==> src/ivm_pkg.sv <==
// package for the interrupt vector address map
// assumes a word-addressed program memory, 14-bit program counter
package ivm_pkg;
    localparam int unsigned PC_W = 14;
    localparam int unsigned NUM_SRC = 25; // interrupt sources, vectors 2..26
    localparam int unsigned IDX_W = 5;
    // variants
    localparam logic [1:0] VAR_SMALL = 2'h0;
    localparam logic [1:0] VAR_MID = 2'h1;
    localparam logic [1:0] VAR_LARGE = 2'h2;
    // fixed addresses
    localparam logic [PC_W-1:0] RESET_ADDR = 14'h0000;
    localparam logic [PC_W-1:0] BOOT_START_DEFAULT = 14'h0e00;
    // word spacing per vector
    localparam int unsigned STEP_SHIFT_LARGE = 1;
    localparam int unsigned STEP_SHIFT_SMALL = 0;
    // fuse polarity: programmed reads 0
    localparam logic FUSE_PROGRAMMED = 1'b0;
    typedef enum logic [2:0]
    {
        ST_RESET = 3'b001,
        ST_IDLE = 3'b010,
        ST_HOLD = 3'b100
    } ivm_state_e;
endpackage

==> src/ivm_vector_map.sv <==
`timescale 1ns/100ps
// reset and interrupt vector address generator for the core fetch unit
// assumes requests are level inputs already gated by enables and global flag
// assumes each peripheral keeps its request up until the vector has been taken
// assumes the core raises its acknowledge only while an offer stands
// request inputs carry no synchroniser: they come from logic on this same clock
// parameters pick the part size and where its boot region starts
// the small part ignores both boot options, whatever is strapped on them
// Functional notes
// (RULE_01) largest variant spaces vectors two words apart; smaller ones one word
// (RULE_02) smallest variant: reset always at 0x000, table never relocated
// (RULE_03) larger variants: reset follows boot fuse, table base follows relocate bit
// (RULE_04) every reset cause fetches vector 1, at 0x000 or the boot address (RULE_15)
// (RULE_05) external request zero to 0x001, external request one to 0x002
// (RULE_06) pin change zero/one/two to 0x003..0x005, watchdog to 0x006
// (RULE_07) second 8-bit timer: compare A 0x007, compare B 0x008, overflow 0x009
// (RULE_08) 16-bit timer: capture 0x00a, compare A 0x00b, B 0x00c, overflow 0x00d
// (RULE_09) first 8-bit timer: compare A 0x00e, compare B 0x00f, overflow 0x010
// (RULE_10) serial peripheral transfer complete vectors to 0x011
// (RULE_11) usart rx 0x012, tx buffer empty 0x013, tx complete 0x014
// (RULE_12) conversion complete 0x015, eeprom done 0x016
// (RULE_13) comparator 0x017, two-wire 0x018, program store done 0x019
// (RULE_14) relocated vectors add the boot region start address
// (RULE_15) programmed boot fuse sends reset to boot address, else 0x000
// (RULE_16) among pending requests the lowest vector number wins
module ivm_vector_map #(
    parameter logic [1:0] VARIANT = ivm_pkg::VAR_LARGE,
    parameter logic [ivm_pkg::PC_W-1:0] BOOT_START = ivm_pkg::BOOT_START_DEFAULT
) (
    input wire logic clk,
    input wire logic resetn,
    // reset causes, any one high restarts the core
    input wire logic ext_pin_reset,
    input wire logic power_on_reset,
    input wire logic brown_out_reset,
    input wire logic watchdog_reset,
    // straps and control
    input wire logic boot_reset_select_fuse,
    input wire logic vector_table_relocate_bit,
    // request lines in vector order
    input wire logic external_request_zero,
    input wire logic external_request_one,
    input wire logic pin_change_request_zero,
    input wire logic pin_change_request_one,
    input wire logic pin_change_request_two,
    input wire logic watchdog_timeout_request,
    // second 8-bit timer
    input wire logic timer2_compare_a_request,
    input wire logic timer2_compare_b_request,
    input wire logic timer2_overflow_request,
    // 16-bit timer
    input wire logic timer1_capture_request,
    input wire logic timer1_compare_a_request,
    input wire logic timer1_compare_b_request,
    input wire logic timer1_overflow_request,
    // first 8-bit timer
    input wire logic timer0_compare_a_request,
    input wire logic timer0_compare_b_request,
    input wire logic timer0_overflow_request,
    // serial, converter, memory and comparator requests
    input wire logic spi_done_request,
    input wire logic usart_rx_done_request,
    input wire logic tx_buffer_empty_request,
    input wire logic usart_tx_done_request,
    input wire logic adc_done_request,
    input wire logic eeprom_done_request,
    input wire logic comparator_request,
    input wire logic two_wire_serial_request,
    input wire logic program_store_done_request,
    // core takes the offered vector
    input wire logic vector_ack,
    output logic vector_valid_q,
    output logic [ivm_pkg::PC_W-1:0] vector_addr_q,
    output logic [4:0] vector_num_q,
    output logic reset_fetch_q
);
    logic [ivm_pkg::NUM_SRC-1:0] req;
    logic any_reset;
    logic any_req;
    logic [4:0] win_idx;
    logic [4:0] win_num_q;
    logic [ivm_pkg::PC_W-1:0] tbl_addr_q;
    logic relocate_ok;
    logic boot_ok;
    logic [ivm_pkg::PC_W-1:0] scaled;
    logic [ivm_pkg::PC_W-1:0] reset_target;
    ivm_pkg::ivm_state_e state_q;
    ivm_pkg::ivm_state_e state_d;
    // strobes decoded from the state and the handshake that the output registers share
    logic load_reset;
    logic load_offer;
    logic take_ack;
    logic [ivm_pkg::PC_W-1:0] offer_addr;

    // lowest set bit wins; bit 0 is vector 2
    // scanning from the top down lets the last hit, the lowest bit, stand
    // an empty vector gives index 0, which is harmless since nothing is offered then
    function automatic logic [4:0] lowest_index(input logic [ivm_pkg::NUM_SRC-1:0] v);
        logic [4:0] r;
        r = 5'h00;
        for (int i = ivm_pkg::NUM_SRC - 1; i >= 0; i--)
        begin
            if (v[i])
                r = 5'(i);
        end
        return r;
    endfunction

    // table address (vector number minus one) to word address with per-variant spacing
    function automatic logic [ivm_pkg::PC_W-1:0] spaced(input logic [ivm_pkg::PC_W-1:0] a);
        if (VARIANT == ivm_pkg::VAR_LARGE)
            return a << ivm_pkg::STEP_SHIFT_LARGE; // RULE_01
        else
            return a << ivm_pkg::STEP_SHIFT_SMALL; // RULE_01
    endfunction

    // table address to fetch address, moved into the boot region when asked
    // the sum is cut to the counter width: a boot start near the top wraps
    function automatic logic [ivm_pkg::PC_W-1:0] relocated(input logic [ivm_pkg::PC_W-1:0] a,
        input logic move);
        if (move)
            return ivm_pkg::PC_W'(a + BOOT_START); // RULE_14
        else
            return a;
    endfunction

    // gather requests in table order, index n is vector n+2
    // external pins
    assign req[0] = external_request_zero; // RULE_05
    assign req[1] = external_request_one; // RULE_05

    // pin change groups and the watchdog time-out
    assign req[2] = pin_change_request_zero; // RULE_06
    assign req[3] = pin_change_request_one; // RULE_06
    assign req[4] = pin_change_request_two; // RULE_06
    assign req[5] = watchdog_timeout_request; // RULE_06

    // second 8-bit timer
    assign req[6] = timer2_compare_a_request; // RULE_07
    assign req[7] = timer2_compare_b_request; // RULE_07
    assign req[8] = timer2_overflow_request; // RULE_07

    // 16-bit timer
    assign req[9] = timer1_capture_request; // RULE_08
    assign req[10] = timer1_compare_a_request; // RULE_08
    assign req[11] = timer1_compare_b_request; // RULE_08
    assign req[12] = timer1_overflow_request; // RULE_08

    // first 8-bit timer
    assign req[13] = timer0_compare_a_request; // RULE_09
    assign req[14] = timer0_compare_b_request; // RULE_09
    assign req[15] = timer0_overflow_request; // RULE_09

    // serial peripheral
    assign req[16] = spi_done_request; // RULE_10

    // usart
    assign req[17] = usart_rx_done_request; // RULE_11
    assign req[18] = tx_buffer_empty_request; // RULE_11
    assign req[19] = usart_tx_done_request; // RULE_11

    // converter and eeprom
    assign req[20] = adc_done_request; // RULE_12
    assign req[21] = eeprom_done_request; // RULE_12

    // comparator, two-wire interface and program store
    assign req[22] = comparator_request; // RULE_13
    assign req[23] = two_wire_serial_request; // RULE_13
    assign req[24] = program_store_done_request; // RULE_13

    // all reset causes share vector 1
    assign any_reset = ext_pin_reset | power_on_reset | brown_out_reset | watchdog_reset; // RULE_04
    assign any_req = |req;
    assign win_idx = lowest_index(req); // RULE_16

    // the smallest variant has no boot region, so both options are forced off
    // the straps are read live; the core is expected to change them only while idle
    always_comb
    begin
        relocate_ok = 1'b0; // RULE_02
        boot_ok = 1'b0; // RULE_02
        if (VARIANT != ivm_pkg::VAR_SMALL)
        begin
            relocate_ok = vector_table_relocate_bit; // RULE_03
            boot_ok = (boot_reset_select_fuse == ivm_pkg::FUSE_PROGRAMMED); // RULE_03
        end
    end
    assign reset_target = boot_ok ? BOOT_START : ivm_pkg::RESET_ADDR; // RULE_15
    assign scaled = spaced(tbl_addr_q);

    // table lookup registered; the winner index is registered alongside
    // the extra cycle of latency buys a table read straight out of a register
    ivm_table #(
        .DEPTH(26)
    ) u_table (
        .clk(clk),
        .idx(5'(win_idx + 5'h01)),
        .addr_q(tbl_addr_q)
    );

    // winner's vector number, captured on the same edge as its table address
    // so the number and the address offered always belong to one source
    always_ff @(posedge clk)
    begin
        if (!resetn)
            win_num_q <= 5'h00;
        else
            win_num_q <= 5'(win_idx + 5'h02);
    end

    // strobes decoded from the state and the handshake, shared by the output registers
    assign load_reset = (state_q == ivm_pkg::ST_RESET);
    assign load_offer = (state_q == ivm_pkg::ST_HOLD) && !vector_valid_q;
    assign take_ack = vector_valid_q && vector_ack;
    assign offer_addr = relocated(scaled, relocate_ok); // RULE_14 RULE_01

    // states: reset fetch for one cycle, idle waiting for a request,
    // hold while the lookup settles and the offer waits for the core;
    // the offer is made on the first hold cycle, once the table register
    // has caught the winner chosen on the idle-to-hold edge
    always_comb
    begin
        state_d = state_q;
        unique case (state_q)
            ivm_pkg::ST_RESET:
                state_d = ivm_pkg::ST_IDLE;
            ivm_pkg::ST_IDLE:
                // a new winner is only taken once the last offer has gone
                if (any_req && !vector_valid_q)
                    state_d = ivm_pkg::ST_HOLD;
            ivm_pkg::ST_HOLD:
                if (vector_ack)
                    state_d = ivm_pkg::ST_IDLE;
            default:
                state_d = ivm_pkg::ST_RESET;
        endcase
    end

    // state register; every reset cause restarts at the reset fetch
    // and abandons any offer the core has not yet taken
    always_ff @(posedge clk)
    begin
        if (!resetn || any_reset) // RULE_04
            state_q <= ivm_pkg::ST_RESET;
        else
            state_q <= state_d;
    end

    // one-cycle marker that the address output holds the reset target
    always_ff @(posedge clk)
    begin
        if (!resetn || any_reset)
            reset_fetch_q <= 1'b0;
        else
            reset_fetch_q <= load_reset; // RULE_04
    end

    // offer flag: raised once the lookup has settled, dropped on the acknowledge edge
    // the core therefore never sees an offer for more cycles than it takes to answer
    always_ff @(posedge clk)
    begin
        if (!resetn || any_reset)
            vector_valid_q <= 1'b0;
        else if (load_reset)
            vector_valid_q <= 1'b0;
        else if (load_offer)
            vector_valid_q <= 1'b1;
        else if (take_ack)
            vector_valid_q <= 1'b0;
    end

    // fetch address; held unchanged while an offer waits for the core
    // requests that arrive meanwhile wait for the next idle cycle
    always_ff @(posedge clk)
    begin
        if (!resetn || any_reset)
            vector_addr_q <= ivm_pkg::RESET_ADDR;
        else if (load_reset)
            vector_addr_q <= reset_target; // RULE_15 RULE_02
        else if (load_offer)
            vector_addr_q <= offer_addr; // RULE_14
    end

    // vector number; reset shows vector 1, interrupts the registered winner
    always_ff @(posedge clk)
    begin
        if (!resetn || any_reset)
            vector_num_q <= 5'h00;
        else if (load_reset)
            vector_num_q <= 5'h01; // RULE_04
        else if (load_offer)
            vector_num_q <= win_num_q; // RULE_16
    end
endmodule

==> src/ivm_table.sv <==
`timescale 1ns/100ps
// table holding the 26 vector numbers' base table addresses
// registered read; one clock of latency
module ivm_table #(
    parameter int unsigned DEPTH = 26
) (
    input wire logic clk,
    input wire logic [4:0] idx,
    output logic [ivm_pkg::PC_W-1:0] addr_q
);
    // table address equals vector number minus one, in single-word units
    always_ff @(posedge clk)
    begin
        if (idx < 5'(DEPTH))
            addr_q <= ivm_pkg::PC_W'(idx);
        else
            addr_q <= ivm_pkg::RESET_ADDR;
    end
endmodule

==> config.mk <==
export PLATFORM = sky130hd
export DESIGN_NAME = ivm_vector_map
export DESIGN_NICKNAME = d
export VERILOG_FILES = /design/src/ivm_pkg.sv /design/src/ivm_vector_map.sv /design/src/ivm_table.sv
export SDC_FILE = /design/constraint.sdc
export NUM_CORES = 1
export LEC_CHECK = 0
export ABC_AREA = 1
export BUFFER_PORTS_ARGS = -buffer_cell sky130_fd_sc_hd__buf_4
export CAP_MARGIN = 10
export CORE_UTILIZATION = 51
export DETAILED_ROUTE_END_ITERATION = 8
export GPL_TIMING_DRIVEN = 0
export PLACE_DENSITY = 0.85
export SYNTH_ARGS = -nofsm -noshare
export SYNTH_HDL_FRONTEND = slang
export SYNTH_HIERARCHICAL = 1
export SYNTH_SLANG_ARGS = --single-unit
export TNS_END_PERCENT = 30
==> constraint.sdc <==
create_clock -name clk -period 2.62 [get_ports clk]
set_clock_uncertainty 0.2 [all_clocks]
set_input_delay 0.131 -clock clk [delete_from_list [all_inputs] [get_ports clk]]
set_output_delay 0.131 -clock clk [all_outputs]
set_load 0.02 [all_outputs]
### Word-level counts from Yosys, hierarchy flattened

Cells that the tools add are included.

* equality and inequality tests: 5
* bitwise gates (word level): 3
* reductions and logical operators: 11
* magnitude comparators: 1
* mux-type cells: 36
* $add $sub $neg: 3

Operators by type and width (count)
* $mux W5: 25
* $mux W14: 2
* $reduce_or A25 Y1: 1
* $add A6 B12 Y13 const B: 1
* $mux W13: 1
* $mux W12: 1
* $pmux W3 S3: 1
* $mux W3: 2
* $add A5 B1 Y5 const B: 1
* $add A5 B2 Y5 const B: 1
* $lt A5 B5 Y1 const B: 1
* $mux W1: 4
* $ne A2 B2 Y1 const B: 2
* $reduce_bool A2 Y1: 2
* $eq A3 B1 Y1 const B: 1
* $eq A3 B2 Y1 const B: 1
* $eq A3 B3 Y1 const B: 1
* $logic_and A1 B1 Y1: 3
* $or A1 B1 Y1: 3
* $logic_not A1 Y1: 2
* $reduce_and A2 Y1: 1
* $reduce_or A2 Y1: 1
* $logic_or A1 B1 Y1: 1

* bits of input ports: 34
* flip-flop bits (word level): 34
* logic and storage cells: 67
* output and inout port bits: 21

### Longest topological paths before layout

* depth in word-level cells: 27
* depth in mapped cells: 31
* depth with buffers taken out: 31

### Cells and area by module

Netlist, hierarchy kept.

Modules (own cells, without submodules)
* ivm_vector_map: sequential area each 560.5 um^2, area an instance 1530.2 um^2, times used 1, cells each 235
* ivm_table: sequential area each 100.1 um^2, area an instance 222.7 um^2, times used 1, cells each 28

### Worst setup path before layout

No wires, ideal clock.

* path type: input port to flip-flop
* start: input port comparator_request
* end: register u_table/addr_q[0] (netlist bit)
* stages: 30
* path slack: 443 ps
* required time: 2302 ps
* path buffers: 0
* library setup time: 118 ps
* arrival time: 1859 ps
* path through: inv_1 > nand2_1 > nand2_1 > nand2_1 > nand2_1 > nand2_1 > nand2_1 > nand2_1 > nand2_1 > nand2_1 > nand2_1 > nand2_1 > nand2_1 > nand2_1 > nand2_1 > nand2_1 > nand2_1 > nand2_1 > nand2_1 > nand2_1 > nand2_1 > nand2_2 > nand2_4 > nand2_4 > inv_2 > ha_1 > xor2_1 > nor2_1 > nor2_2 > nor2_1

* longest elaborated chain between the ends: 25

RTL lines
* start: declaration: line ivm_vector_map.sv:67 `input wire logic comparator_request,`
* $mux W5 (*) (23 in a row): line ivm_vector_map.sv:103 `if (v[i])`
* named net win_idx[0]: line ivm_vector_map.sv:80 `logic [4:0] win_idx;`
* $add A5 B1 Y5 (*): line ivm_vector_map.sv:197 `.idx(5'(win_idx + 5'h01)),`
* $lt A5 B5 Y1: line ivm_table.sv:14 `if (idx < 5'(DEPTH))`
* end signal: assignment: line ivm_table.sv:15 `addr_q <= ivm_pkg::PC_W'(idx);`
* end signal: assignment: line ivm_table.sv:17 `addr_q <= ivm_pkg::RESET_ADDR;`
* end: declaration: line ivm_table.sv:9 `output logic [ivm_pkg::PC_W-1:0] addr_q`

The timed path passes the listed nets; every way through them passes the cells marked *.
A chain may end at the register's enable or synchronous reset.

### Worst setup path after layout

* start: input port external_request_zero
* end: register u_table/addr_q[4] (netlist bit)

* longest elaborated chain between the ends: 3

RTL lines
* start: declaration: line ivm_vector_map.sv:41 `input wire logic external_request_zero,`
* $mux W5 (*): line ivm_vector_map.sv:103
* $add A5 B1 Y5 (*): line ivm_vector_map.sv:197
* $lt A5 B5 Y1: line ivm_table.sv:14

Mark *: on every way between the ends. The rest lies on a longest branch, timed or not.

==> key figures <==
Critical path
  • R2r worst-path depth: 5
  • Reg2reg start: state_q[0]
  • CP Launch Type: input port
  • Setup CP Type: in -> reg
  • Worst Path Max Fanout: 5
  • Critical Path RT: 2650 ps
  • Crit Reg-Reg Endpoint: vector_valid_q
  • Critical Path AT: 2350 ps
  • Critical path endpoint category: flop
  • Reg2reg setup slack: 680 ps

Cells and area
  • Final Util: 76.2%
  • Nets: 375
  • Most frequent cells in the layout: nand2_1, buf_4, inv_1
  • Fill cell total of the finished layout: 269
  • Commonest non-fill, non-tap cell in the layout: nand2_1
  • Finished Layout Cells: 383
  • Antenna cells: 0
  • Area delta synth->final: 37.6%
  • Layout cell share with drive strength beyond 1: 25.1%
  • Post-route cell area: 2400 sq um

Power and ir drop
  • Clock share of power: 37.5%
  • Leak Pwr: 1.19 nW
  • Seq pwr share: 48.7%
  • Net Switching: 0.238 mW
  • Comb power frac: 13.8%
  • Sw Share: 22.6%
  • Total power: 1.05 mW
  • Internal power: 0.813 mW
  • Cell Pwr Density: 437 nW/um^2
  • Worst vdd ir: 195 uV

STA
  • Final slew viol count: 0
  • Crit path time final: 2320 ps
  • Final setup fails: 0
  • Final hold violations: 0
  • Tcrit/Tclk final: 88.5%
  • Max Clock Freq: 431 MHz
  • Fin Setup TNS: 0 ps
  • RSZ-0062 raised after global routing: false

Clock network
  • Clk buf depth: 2
  • CTS tree: done
  • Clk_lat worst skew: 330 ps
  • H-tree depth: 2
  • CTS Sinks: 33
  • Reg clk slew, reported paths: 90 ps
  • Clk root buf: clkbuf_4
  • Num CTS Buffers: 5

Route
  • Detailed Route Iter0 Violations: 52
  • Final WL: 3810 microns
  • Drt drc: 0
  • First-pass DRT Iterations: 5
  • Post-DRT Antenna Nets: 0
  • Per-cell routed wire length: 9.95 microns
  • Vias per cell: 4.72
  • Routed vias: 1806

Place
  • DP Cell Count: 365
  • Post-Place Cell Area: 2220 sq um
  • Placer congestion estimate: 0.776
  • Port Buffer Count: 52
  • Final HPWL from detailed placement: 2780 microns

Global routing
  • GRT overflow: 0
  • Largest net degree at the start of global routing: 11
  • Total track usage: 24.2%
  • Number of global-route vias before repair: 1623
  • First-pass GRT wire length: 6490 microns
  • Antenna violations before repair: 0

Floorplan
  • Std-Cell Rows: 20
  • IO Pins: 55
  • Die W: 60.5 microns
  • Core box area: 3150 sq um
  • Die Area: 3660 sq um
  • Initial core utilization: 55.4%
  • Die extent in y: 60.5 microns

Status
  • Status: completed

Job
  • Max-cap viol count: 0

Hold path
  • Worst hold path cell count: 3
  • Hold Crit Class: in -> reg
  • Min-Delay Startpoint: vector_table_relocate_bit
  • Hold Path End: vector_addr_q[9]

Logic synthesis
  • Synth warn: 6
  • Synth Instances: 262
  • Average size of a mapped cell: 6.66 sq um
  • Netlist Area Pre-Place: 1750 sq um
==> stage by stage <==
stage,hold slack [ps],worst slack (ps)
floorplan,24.5,443
global placement,120,186
detailed placement,128,162
CTS,11.8,67.7
global route,7.10,126
finish,27.6,300
==> power by group through the flow <==
stage	logic [mW]	clock network [mW]	registers, mW
4_1_cts	0.142	0.400	0.512
2_1_floorplan	0.0769	0	0.524
6_report	0.145	0.394	0.512
3_5_place_dp	0.131	0	0.524
5_1_grt	0.163	0.436	0.513
3_3_place_gp	0.129	0	0.524
==> area by class of cell <==
type	instances	area (sq um)	area share, %
tap	44	55.1	2.29
multi-input combinational	172	835	34.7
clock buffer	7	55.1	2.29
inverter	51	191	7.97
sequential	33	661	27.5
clock inverter	1	30.0	1.25
buffer	13	85.1	3.54
timing repair buffer	62	490	20.4
==> what timing repair did <==
action | in CTS | in global routing
gates resized for setup | 0 | 1
buffers inserted | 0 | 0
endpoints found under the hold margin | 12 | 0
hold buffers | 11 | 0
endpoints found under the setup margin | 0 | 2
==> critical path, stage by stage <==
cell and delay [ps]:
dlygate4sd3_1 540, buf_4 140, inv_2 80, nand2_1 90
nor3_1 140, inv_1 70, a31oi_1 280, ha_1 240
xnor2_1 150, nand3_1 100, nand2_1 100, nand2_1 70
nor2_2 180, nor2_1 60
==> how the worst max path moves through the flow <==
stage,startpoint,to,slack [ps],cells past startpoint
5_1_grt,external_request_zero,u_table/addr_q[1],130,14
3_5_place_dp,eeprom_done_request,u_table/addr_q[4],160,30
4_1_cts,brown_out_reset,vector_addr_q[10],70,9
2_1_floorplan,comparator_request,u_table/addr_q[0],440,30
6_report,external_request_zero,u_table/addr_q[4],300,14
3_3_place_gp,eeprom_done_request,u_table/addr_q[4],190,30
==> registers in the layout (all words and copies together) (netlist names) <==
| name | flops |
|---|---|
| win_num_q | 5 |
| vector_num_q | 5 |
| vector_valid_q | 1 |
| state_q | 3 |
| reset_fetch_q | 1 |
| u_table/addr_q | 5 |
| vector_addr_q | 13 |
==> layer usage <==
metal  share of wire, %  vias to the layer above  global-route usage, %
li1                   -                      951                      -
met1                 42                      782                   24.6
met2                 50                       62                   45.8
met3                4.9                       11                   6.82
met4                2.8                        0                   10.4
met5                  0                        -                      0
Note: power is estimated with default switching activity, not from simulation.
